$ cat src/inc/brla_cfg.svh
`ifndef BRLA_CFG_SVH
`define BRLA_CFG_SVH

// Training offsets in bauds, counted from the end of the wake-up tone
`define BRLA_OFF_SILENT_END 14'h0040
`define BRLA_OFF_NT_BURST1  14'h0240
`define BRLA_OFF_LT_BURST2  14'h0440
`define BRLA_OFF_NT_BURST2  14'h0640
`define BRLA_OFF_LT_PRBS    14'h0840
`define BRLA_OFF_NT_PRBS    14'h1860
`define BRLA_OFF_TERNARY    14'h2840
`define BRLA_OFF_W          14

// Wake-up tone: 32 cycles of +--+, each cycle four bauds, never above 10 ms
`define BRLA_TONE_CYCLES    32
`define BRLA_TONE_BAUDS     8'h80
`define BRLA_TONE_MAX_MS    10

// Supervision timer
`define BRLA_CLK_HZ         10000000
`define BRLA_SUPV_TIME_MS   65
`define BRLA_SUPV_CYCLES    (`BRLA_SUPV_TIME_MS * (`BRLA_CLK_HZ / 1000))
`define BRLA_SUPV_W         20

// Training pattern generator
`define BRLA_PRBS_SEED      9'h1ff

`endif

$ cat src/inc/brla_pkg.sv
package brla_pkg;

  typedef enum logic [2:0] {
    BRLA_READY_STATE          = 3'h0,
    BRLA_TRAINING_STATE       = 3'h1,
    BRLA_WAIT_TERMINAL_STATE  = 3'h2,
    BRLA_WAIT_DATA_VALID_STATE = 3'h3,
    BRLA_STEADY_STATE_OPERATION = 3'h4,
    BRLA_TERMINAL_ACTIVATION_STATE = 3'h5,
    BRLA_PENDING_DEACTIVATION_STATE = 3'h6
  } brla_state_t;

  typedef enum logic [2:0] {
    BRLA_INFO0 = 3'h0,
    BRLA_INFO1 = 3'h1,
    BRLA_INFO2 = 3'h2,
    BRLA_INFO3 = 3'h3,
    BRLA_INFO4 = 3'h4
  } brla_info_t;

  typedef enum logic [1:0] {
    BRLA_SYM_ZERO  = 2'h0,
    BRLA_SYM_PLUS  = 2'h1,
    BRLA_SYM_MINUS = 2'h2
  } brla_sym_t;

endpackage : brla_pkg

$ cat src/core/brla_nt_core.sv
`timescale 1ns/1ps
// Operation
// - LT counts offsets from tone end sent; NT from detected tone end.
// - Delay from LT tone end to NT detecting it is at most 32 bauds.
// - 64 silent bauds, then four 512-baud timing bursts: LT, NT, LT, NT.
// - LT PRBS at 2112 for 4096 bauds; NT PRBS without timing from 6240.
// - Training pattern is the 511-bit sequence of 1 xor x^-4 xor x^-9.
// - From offset 10304 LT sends ternary data continuously with timing.
// - NT withholds ternary data until synchronized; about 405 bauds is typical.
// - NT sends ternary only after error-free reception; it waits for frame alignment only if ALIGN_EN.
// - Wait before first NT ternary may align frame words; optional.
// - NT state flow and terminal INFO outputs per state.
// - INFO 1 in ready goes to terminal activation; sync loss goes pending.
// - Pending deactivation ignores events; returns to ready when line silent.
// - Wake-up tone of +--+ lasts at least 32 cycles, at most 10 ms.
// - Supervision timer ends operation within 65 ms of missing sync.
`include "brla_cfg.svh"

module brla_nt_core #(
  parameter int unsigned SUPV_CYCLES = `BRLA_SUPV_CYCLES,
  parameter int unsigned DW          = 2
) (
  input  wire logic          CLK_SYS,
  input  wire logic          SYS_RST,
  input  wire logic          LINE_CLK,
  input  wire logic          TONE_DET,
  input  wire logic          LINE_SIG_DET,
  input  wire logic          IN_SYNC,
  input  wire logic          DATA_VALID,
  input  wire logic [2:0]    TE_INFO,
  input  wire logic          ALIGN_EN,
  input  wire logic          FRAME_ALIGN,
  input  wire logic [DW-1:0] TX_SYM,
  input  wire logic          TX_VALID,
  output logic               TX_READY,
  output logic [1:0]         LINE_SYM,
  output logic               LINE_TIMING,
  output logic               LINE_TERNARY,
  output logic [2:0]         TE_INFO_OUT,
  output logic [2:0]         NT_STATE
);

  localparam int unsigned SW = `BRLA_SUPV_W;

  function automatic brla_pkg::brla_info_t info_of(input brla_pkg::brla_state_t s);
    case (s)
      brla_pkg::BRLA_WAIT_TERMINAL_STATE,
      brla_pkg::BRLA_WAIT_DATA_VALID_STATE:  info_of = brla_pkg::BRLA_INFO2;
      brla_pkg::BRLA_STEADY_STATE_OPERATION: info_of = brla_pkg::BRLA_INFO4;
      default:                               info_of = brla_pkg::BRLA_INFO0;
    endcase
  endfunction : info_of

  // Pins from outside: two flops, then a third stage for edge finding
  logic [3:0] sync1_r;
  logic [3:0] sync2_r;
  logic [3:0] sync3_r;

  always_ff @(posedge CLK_SYS) begin
    if (SYS_RST) begin
      sync1_r <= 4'h0;
      sync2_r <= 4'h0;
      sync3_r <= 4'h0;
    end else begin
      sync1_r <= {LINE_CLK, TONE_DET, LINE_SIG_DET, IN_SYNC};
      sync2_r <= sync1_r;
      sync3_r <= sync2_r;
    end
  end

  logic baud_tick;
  logic tone_rise;
  logic tone_fall;
  logic line_sig;
  logic in_sync;
  logic sync_fall;

  assign baud_tick = sync2_r[3] & ~sync3_r[3];
  assign tone_rise = sync2_r[2] & ~sync3_r[2];
  assign tone_fall = ~sync2_r[2] & sync3_r[2];
  assign line_sig  = sync2_r[1];
  assign in_sync   = sync2_r[0];
  assign sync_fall = ~sync2_r[0] & sync3_r[0];

  brla_pkg::brla_state_t state_r;
  brla_pkg::brla_state_t state_nxt;
  logic [`BRLA_OFF_W-1:0] off_r;
  logic                   run_r;
  logic [SW-1:0]          supv_r;
  logic                   supv_exp;
  logic                   at_ternary;

  assign at_ternary = run_r && (off_r == `BRLA_OFF_TERNARY);
  assign supv_exp   = (supv_r == SW'(SUPV_CYCLES - 1));

  // NT activation state machine
  always_comb begin
    state_nxt = state_r;
    case (state_r)
      brla_pkg::BRLA_READY_STATE: begin
        if (tone_rise)
          state_nxt = brla_pkg::BRLA_TRAINING_STATE;
        else if (TE_INFO == brla_pkg::BRLA_INFO1)
          state_nxt = brla_pkg::BRLA_TERMINAL_ACTIVATION_STATE;
      end
      brla_pkg::BRLA_TRAINING_STATE: begin
        if (sync_fall || supv_exp)
          state_nxt = brla_pkg::BRLA_PENDING_DEACTIVATION_STATE;
        else if (in_sync)
          state_nxt = brla_pkg::BRLA_WAIT_TERMINAL_STATE;
      end
      brla_pkg::BRLA_WAIT_TERMINAL_STATE: begin
        if (!in_sync)
          state_nxt = brla_pkg::BRLA_PENDING_DEACTIVATION_STATE;
        else if (TE_INFO == brla_pkg::BRLA_INFO3)
          state_nxt = brla_pkg::BRLA_WAIT_DATA_VALID_STATE;
      end
      brla_pkg::BRLA_WAIT_DATA_VALID_STATE: begin
        if (!in_sync)
          state_nxt = brla_pkg::BRLA_PENDING_DEACTIVATION_STATE;
        else if (DATA_VALID)
          state_nxt = brla_pkg::BRLA_STEADY_STATE_OPERATION;
      end
      brla_pkg::BRLA_STEADY_STATE_OPERATION: begin
        if (!in_sync)
          state_nxt = brla_pkg::BRLA_PENDING_DEACTIVATION_STATE;
      end
      brla_pkg::BRLA_TERMINAL_ACTIVATION_STATE: begin
        if (tone_rise)
          state_nxt = brla_pkg::BRLA_TRAINING_STATE;
      end
      brla_pkg::BRLA_PENDING_DEACTIVATION_STATE: begin
        if (!line_sig)
          state_nxt = brla_pkg::BRLA_READY_STATE;
      end
      default: state_nxt = brla_pkg::BRLA_READY_STATE;
    endcase
  end

  always_ff @(posedge CLK_SYS) begin
    if (SYS_RST) begin
      state_r     <= brla_pkg::BRLA_READY_STATE;
      NT_STATE    <= 3'h0;
      TE_INFO_OUT <= 3'h0;
    end else begin
      state_r     <= state_nxt;
      NT_STATE    <= state_nxt;
      TE_INFO_OUT <= info_of(state_nxt);
    end
  end

  // Baud offset counter, origin at detected end of wake-up tone
  always_ff @(posedge CLK_SYS) begin
    if (SYS_RST) begin
      off_r <= '0;
      run_r <= 1'b0;
    end else if (state_r == brla_pkg::BRLA_READY_STATE ||
                 state_r == brla_pkg::BRLA_TERMINAL_ACTIVATION_STATE ||
                 state_r == brla_pkg::BRLA_PENDING_DEACTIVATION_STATE) begin
      off_r <= '0;
      run_r <= 1'b0;
    end else if (state_r == brla_pkg::BRLA_TRAINING_STATE && tone_fall && !run_r) begin
      off_r <= '0;
      run_r <= 1'b1;
    end else if (run_r && baud_tick && !at_ternary) begin
      off_r <= off_r + 1'b1;
    end
  end

  // Supervision after the point where sync should have been reached
  always_ff @(posedge CLK_SYS) begin
    if (SYS_RST)
      supv_r <= '0;
    else if (state_r == brla_pkg::BRLA_TRAINING_STATE && at_ternary && !in_sync)
      supv_r <= supv_r + 1'b1;
    else
      supv_r <= '0;
  end

  // Training phase decode
  logic nt_burst;
  logic prbs_ph;

  assign nt_burst = state_r == brla_pkg::BRLA_TRAINING_STATE && run_r &&
                    ((off_r >= `BRLA_OFF_NT_BURST1 && off_r < `BRLA_OFF_LT_BURST2) ||
                     (off_r >= `BRLA_OFF_NT_BURST2 && off_r < `BRLA_OFF_LT_PRBS));
  assign prbs_ph  = state_r == brla_pkg::BRLA_TRAINING_STATE && run_r &&
                    off_r >= `BRLA_OFF_NT_PRBS && off_r < `BRLA_OFF_TERNARY;

  always_ff @(posedge CLK_SYS) begin
    if (SYS_RST)
      LINE_TIMING <= 1'b0;
    else
      LINE_TIMING <= nt_burst;
  end

  logic [8:0] lfsr_r;

  always_ff @(posedge CLK_SYS) begin
    if (SYS_RST || !prbs_ph)
      lfsr_r <= `BRLA_PRBS_SEED;
    else if (baud_tick)
      lfsr_r <= {lfsr_r[7:0], lfsr_r[8] ^ lfsr_r[3]};
  end

  // Ternary release: synchronized, LT ternary running, optional frame alignment
  logic in_sync_state;

  assign in_sync_state = state_r == brla_pkg::BRLA_WAIT_TERMINAL_STATE ||
                         state_r == brla_pkg::BRLA_WAIT_DATA_VALID_STATE ||
                         state_r == brla_pkg::BRLA_STEADY_STATE_OPERATION;

  always_ff @(posedge CLK_SYS) begin
    if (SYS_RST)
      LINE_TERNARY <= 1'b0;
    else
      LINE_TERNARY <= in_sync_state && in_sync && at_ternary &&
                      (!ALIGN_EN || FRAME_ALIGN || LINE_TERNARY);
  end

  // Wake-up tone sent while waiting for the line in terminal activation
  logic [7:0] tone_cnt_r;
  logic       tone_on;

  assign tone_on = state_r == brla_pkg::BRLA_TERMINAL_ACTIVATION_STATE &&
                   tone_cnt_r < `BRLA_TONE_BAUDS;

  always_ff @(posedge CLK_SYS) begin
    if (SYS_RST || state_r != brla_pkg::BRLA_TERMINAL_ACTIVATION_STATE)
      tone_cnt_r <= 8'h00;
    else if (baud_tick && tone_on)
      tone_cnt_r <= tone_cnt_r + 8'h01;
  end

  // Two-entry buffer between user data and the line
  logic [DW-1:0] mem_r [2];
  logic          wr_r;
  logic          rd_r;
  logic [1:0]    cnt_r;
  logic          push;
  logic          pop;

  assign push = TX_VALID && TX_READY;
  assign pop  = baud_tick && !tone_on && !prbs_ph && LINE_TERNARY && cnt_r != 2'h0;

  always_ff @(posedge CLK_SYS) begin
    if (SYS_RST) begin
      wr_r     <= 1'b0;
      rd_r     <= 1'b0;
      cnt_r    <= 2'h0;
      TX_READY <= 1'b0;
      mem_r[0] <= '0;
      mem_r[1] <= '0;
    end else begin
      if (push) begin
        mem_r[wr_r] <= TX_SYM;
        wr_r        <= ~wr_r;
      end
      if (pop)
        rd_r <= ~rd_r;
      cnt_r    <= cnt_r + {1'b0, push} - {1'b0, pop};
      TX_READY <= (cnt_r + {1'b0, push} - {1'b0, pop}) != 2'h2;
    end
  end

  // Line symbol, one per baud
  always_ff @(posedge CLK_SYS) begin
    if (SYS_RST)
      LINE_SYM <= brla_pkg::BRLA_SYM_ZERO;
    else if (baud_tick) begin
      if (tone_on)
        LINE_SYM <= (tone_cnt_r[1:0] == 2'h1 || tone_cnt_r[1:0] == 2'h2) ?
                    brla_pkg::BRLA_SYM_MINUS : brla_pkg::BRLA_SYM_PLUS;
      else if (prbs_ph)
        LINE_SYM <= lfsr_r[8] ? brla_pkg::BRLA_SYM_PLUS : brla_pkg::BRLA_SYM_MINUS;
      else if (pop)
        LINE_SYM <= 2'(mem_r[rd_r]);
      else
        LINE_SYM <= brla_pkg::BRLA_SYM_ZERO;
    end
  end

  chk_origin_zero: assert property (@(posedge CLK_SYS) disable iff (SYS_RST)
    (state_r == brla_pkg::BRLA_TRAINING_STATE && tone_fall && !run_r) |=> (off_r == '0 && run_r))
    else $error("offset origin not set at tone end");

  chk_silent_start: assert property (@(posedge CLK_SYS) disable iff (SYS_RST)
    (run_r && off_r < `BRLA_OFF_NT_BURST1) |=> !LINE_TIMING)
    else $error("timing sent before first NT burst");

  chk_nt_burst_on: assert property (@(posedge CLK_SYS) disable iff (SYS_RST)
    (state_r == brla_pkg::BRLA_TRAINING_STATE && run_r &&
     off_r >= `BRLA_OFF_NT_BURST2 && off_r < `BRLA_OFF_LT_PRBS) |=> LINE_TIMING)
    else $error("NT timing burst missing");

  chk_prbs_no_timing: assert property (@(posedge CLK_SYS) disable iff (SYS_RST)
    prbs_ph |=> !LINE_TIMING)
    else $error("timing sent during NT PRBS");

  chk_lfsr_alive: assert property (@(posedge CLK_SYS) disable iff (SYS_RST)
    (prbs_ph && baud_tick) |=> (lfsr_r != 9'h000 && lfsr_r != $past(lfsr_r)))
    else $error("pattern generator stuck");

  chk_ternary_gate: assert property (@(posedge CLK_SYS) disable iff (SYS_RST)
    (!in_sync || !at_ternary) |=> !LINE_TERNARY)
    else $error("ternary sent without sync");

  chk_steady_info: assert property (@(posedge CLK_SYS) disable iff (SYS_RST)
    (state_r == brla_pkg::BRLA_WAIT_DATA_VALID_STATE && in_sync && DATA_VALID) |=>
      (state_r == brla_pkg::BRLA_STEADY_STATE_OPERATION && TE_INFO_OUT == 3'h4))
    else $error("data valid did not reach steady state");

  chk_loss_pending: assert property (@(posedge CLK_SYS) disable iff (SYS_RST)
    (in_sync_state && !in_sync) |=> state_r == brla_pkg::BRLA_PENDING_DEACTIVATION_STATE)
    else $error("sync loss not handled");

  chk_pending_hold: assert property (@(posedge CLK_SYS) disable iff (SYS_RST)
    (state_r == brla_pkg::BRLA_PENDING_DEACTIVATION_STATE && line_sig) |=> $stable(state_r))
    else $error("left pending with line signal present");

  chk_tone_length: assert property (@(posedge CLK_SYS) disable iff (SYS_RST)
    (state_r == brla_pkg::BRLA_TERMINAL_ACTIVATION_STATE) |-> tone_cnt_r <= `BRLA_TONE_BAUDS)
    else $error("tone longer than set");

  chk_supv_expire: assert property (@(posedge CLK_SYS) disable iff (SYS_RST)
    (state_r == brla_pkg::BRLA_TRAINING_STATE && supv_exp && !tone_rise) |=>
      state_r == brla_pkg::BRLA_PENDING_DEACTIVATION_STATE)
    else $error("supervision expiry ignored");

  chk_impossible_hold: assert property (@(posedge CLK_SYS) disable iff (SYS_RST)
    (state_r == brla_pkg::BRLA_WAIT_TERMINAL_STATE && in_sync && TE_INFO != 3'h3) |=>
      ($stable(state_r) && $stable(TE_INFO_OUT)))
    else $error("state moved on impossible event");

  cov_steady: cover property (@(posedge CLK_SYS) disable iff (SYS_RST)
    state_r == brla_pkg::BRLA_STEADY_STATE_OPERATION && LINE_TERNARY);
  cov_pend_ready: cover property (@(posedge CLK_SYS) disable iff (SYS_RST)
    state_r == brla_pkg::BRLA_PENDING_DEACTIVATION_STATE ##1 state_r == brla_pkg::BRLA_READY_STATE);
  cov_user_wake: cover property (@(posedge CLK_SYS) disable iff (SYS_RST)
    state_r == brla_pkg::BRLA_TERMINAL_ACTIVATION_STATE ##1 state_r == brla_pkg::BRLA_TRAINING_STATE);
  cov_buf_full: cover property (@(posedge CLK_SYS) disable iff (SYS_RST) cnt_r == 2'h2);

endmodule : brla_nt_core

$ cat config.mk
export PLATFORM = sky130hd
export DESIGN_NAME = brla_nt_core
export DESIGN_NICKNAME = d
export VERILOG_FILES = /design/src/inc/brla_pkg.sv /design/src/core/brla_nt_core.sv
export VERILOG_INCLUDE_DIRS = /design/src /design/src/inc
export SDC_FILE = /design/constraint.sdc
export NUM_CORES = 1
export LEC_CHECK = 0
export BUFFER_PORTS_ARGS = -buffer_cell sky130_fd_sc_hd__buf_2
export CORE_ASPECT_RATIO = 0.5
export CORE_MARGIN = 8
export CORE_UTILIZATION = 32
export CTS_BUF_LIST = sky130_fd_sc_hd__clkbuf_16
export CTS_CLUSTER_DIAMETER = 120
export DETAILED_ROUTE_END_ITERATION = 6
export GPL_TIMING_DRIVEN = 0
export PLACE_DENSITY = 0.59
export SYNTH_ARGS = -nofsm -noshare
export SYNTH_HDL_FRONTEND = slang
export SYNTH_SLANG_ARGS = --single-unit
export TNS_END_PERCENT = 30
$ cat constraint.sdc
create_clock -name CLK_SYS -period 4.1 [get_ports CLK_SYS]
set_input_delay 1.025 -clock CLK_SYS [delete_from_list [all_inputs] [get_ports CLK_SYS]]
set_output_delay 1.025 -clock CLK_SYS [all_outputs]
set_load 0.05 [all_outputs]
==> summary.txt <==
Run status
  • Run status: finished clean

Place
  • GP Congestion: slightly above 0.8
  • Detailed Place HPWL: ~5000 microns
  • Placed cell area: about 4000 sq um
  • Port buffer count: 24
  • Setup WS pre-CTS: approximately 1.3 ns
  • Placed cell count: about 580

Layout
  • NumNets Final: around 470
  • Area delta synth->final: 16.08%
  • Number of diodes: 0
  • Layout cells sized above 1: about 12%
  • Finished Cell Area: between 4000 and 5000 sq um
  • Fillers: roughly 1100
  • Non-Filler Instances: 598

Routing
  • DR pass1 iterations: 4
  • 1st-iter DRT viols: 184
  • WL/cell: 11.85 microns
  • Via/cell ratio: about 4.9
  • Via count: about 2900
  • # DRC: 0
  • Antenna viol nets, final: 0
  • Routed WL: 7085 microns

Synthesis
  • Cell Area, Synth: between 3000 and 4000 sq um
  • Synth Area per Inst: ~8.9 sq um
  • Yosys cell types: 58
  • Top cells by area, synth: dfxtp_1 (43%), nor2_1 (5.6%), xor2_1 (5.3%)
  • Mapped Cells: 413
  • Predominant post-synthesis flop cell: dfxtp_1
  • Synth area leader: dfxtp_1
  • Post-synth EDFFs: 4
  • Post-synth ARST share: 0%
  • Syn Nets: around 430
  • Number of synthesized register bits: around 80
  • Sequential area share after synthesis: 45.87%
  • Ys Warns: 0
  • Yosys top cell area share: approximately 43%

STA
  • RSZ-0062 raised after global routing: no
  • Crit share post-route: just under 70%
  • Final Max Tran Viols: 0
  • Final worst setup slack: about 1.2 ns
  • Final Hold Viols: 0
  • Final setup violation count: 0
  • Setup TNS: 0 ns
  • Fmax: approximately 350 MHz
  • Clock Skew: 0.004624 ns
  • Rel. slew slack: between 30 and 40%
  • Fin crit period: about 2.9 ns
  • Slew @ Worst Pin: ~0.91 ns

Floorplan
  • Initial Util: 33.08%
  • Io pins: 26
  • # rows: 27
  • Die Ht: slightly above 90 microns
  • DIE WIDTH: 167.4 microns
  • Area of the core: approximately 11000 sq um
  • Die area: 15350 sq um

Setup path
  • Worst r2r src: state_r[2]$_SDFF_PP0_
  • WP data required: 4.31 ns
  • CP Capture Type: register
  • R2R cell count: 12
  • CP Class: register to register
  • Register-to-register path setup slack: 1.25 ns
  • Startpoint Class: register
  • CP max FO: 10
  • Worst flop-to-flop path endpoint: TX_READY$_SDFF_PP0_
  • Worst EP arrival: just over 3 ns

Pwr
  • LEAKAGE: ~1.5 nW
  • Switching share of total power: roughly a quarter
  • NetSw: ~0.46 mW
  • Sequential Power Share: 46.3%
  • Combinational fraction of design power: between 10% and 20%
  • VDD IR max: about 0.2 mV
  • Total internal power: 1.354 mW
  • Power Density: 425.6 nW/um^2
  • Clock power frac: a little over two fifths

Global route
  • Initial antenna violation count: 0
  • Vias in the first global route: roughly 2700
  • Global-route wire length before repair: roughly 12000 microns
  • Remaining global-route overflow: 0
  • Gr usage total: under 10%
  • Largest net degree at the start of global routing: 14

Clock network
  • Clock transition at the registers of the reported paths: about 0.060 ns
  • Hold-fix buffers, CTS: 0
  • Clock latency on the worst-skew pair: 0.33 ns
  • Clk sinks: a little over 80
  • CTS tree: built
  • TritonCTS Buffers: 9
  • CTS Buffer Depth: 2
  • Setup bufs post-CTS: 0
  • H-tree depth: 3
  • Root Buffer: clkbuf_16
  • PostCTS Resize Cnt: 0

Worst hold path
  • WHS Endpoint: sync2_r[0]$_SDFF_PP0_
  • WHS Path Cells: 1
  • Worst Hold Class: register to register
  • Hold Startpoint: sync1_r[0]$_SDFF_PP0_

Flow run
  • MaxCap Viol Count: 0
==> Yosys cell counts, types with 11 or more instances <==
cell type	n
nor2b_1	14
dfxtp_1	78
nor2_1	55
a21oi_1	12
nand2_1	40
nand3_1	18
clkbuf_1	11
xor2_1	22
xnor2_1	18
nand4_1	11
inv_1	11
nor3_1	11
==> layout make-up <==
cell class,count,area [sq um],share of cell area [%]
sequential,82,1682,39.52
clock buffer,9,225.2,5.293
inverter,11,41.29,0.9703
buffer,20,98.84,2.323
clock inverter,7,62.56,1.470
tap,145,181.4,4.263
multi-input combinational,300,1844,43.34
timing repair buffer,24,120.1,2.823
==> power groups by stage <==
stage | Clock (mW) | Sequential, mW | Combinational (mW)
2_1_floorplan | 0 | 0.892 | 0.113
3_3_place_gp | 0 | 0.856 | 0.200
3_5_place_dp | 0 | 0.856 | 0.201
4_1_cts | 0.798 | 0.838 | 0.203
5_1_grt | 0.837 | 0.840 | 0.224
6_report | 0.771 | 0.838 | 0.202
==> through the flow <==
| step | power, mW | util (%) | hold slack [ns] |
|---|---|---|---|
| after floorplan | 1.006 | - | 0.4138 |
| after global placement | 1.056 | 35.81 | 0.4207 |
| after detailed placement | 1.057 | 35.81 | 0.4239 |
| after CTS | 1.839 | 38.40 | 0.4378 |
| after global routing | 1.901 | 38.40 | 0.4581 |
| final | 1.811 | 38.40 | 0.4334 |
==> cell usage in the layout, fill, tap and decap left out, drive strengths merged, types with 13 or more instances in the layout <==
cell type and n:
nor2b 14, dfxtp 78, nand3 18, nor2 58
xor2 22, inv 13, nand2 40, xnor2 18
clkbuf 21, buf 32, a21oi 13
==> cell families after synthesis <==
| group | synth area share, % |
|---|---|
| muxes | 0.8191 |
| AOI/OAI and AO/OA | 9.181 |
| xor gates and xnor gates | 9.556 |
| other | 0.1023 |
| DFF | 45.87 |
| adders and majority gates | 2.048 |
| buffers and inverters | 3.822 |
| and+or+nand+nor | 28.60 |
==> sequential cells by signal, indices dropped and copies added (netlist names), 2 cells and up, named ones only <==
signal and flops:
supv_r 20, sync3_r 3, LINE_SYM 2, TE_INFO_OUT 2
lfsr_r 9, cnt_r 2, tone_cnt_r 8, state_r 3
sync2_r 4, mem_r 4, sync1_r 4, off_r 14
==> worst max-delay path, stage by stage (launching register included) <==
cell	delay [ns]
dfxtp_1	0.32
clkbuf_1	0.22
nor4bb_1	0.49
o221ai_1	0.27
nor2_1	0.38
nor3_1	0.13
ha_1	0.29
inv_1	0.04
ha_1	0.17
xor2_1	0.15
xnor2_1	0.14
nor2_1	0.09
nor2_1	0.04
==> metal layers <==
layer  GRT usage [%]  share of wire, %
met5               0                 0
met4           4.207               1.0
met2           15.45                46
met1           12.06                50
met3           2.480               2.6
==> worst max path at each step <==
stage	startpoint	to	cells past startpoint
2_1_floorplan	state_r[0]$_SDFF_PP0_	TX_READY$_SDFF_PP0_	12
5_1_grt	state_r[2]$_SDFF_PP0_	TX_READY$_SDFF_PP0_	12
4_1_cts	state_r[2]$_SDFF_PP0_	TX_READY$_SDFF_PP0_	12
3_5_place_dp	state_r[2]$_SDFF_PP0_	TX_READY$_SDFF_PP0_	12
6_report	state_r[2]$_SDFF_PP0_	TX_READY$_SDFF_PP0_	12
3_3_place_gp	state_r[2]$_SDFF_PP0_	TX_READY$_SDFF_PP0_	12
Note: power is estimated with default switching activity, not from simulation.
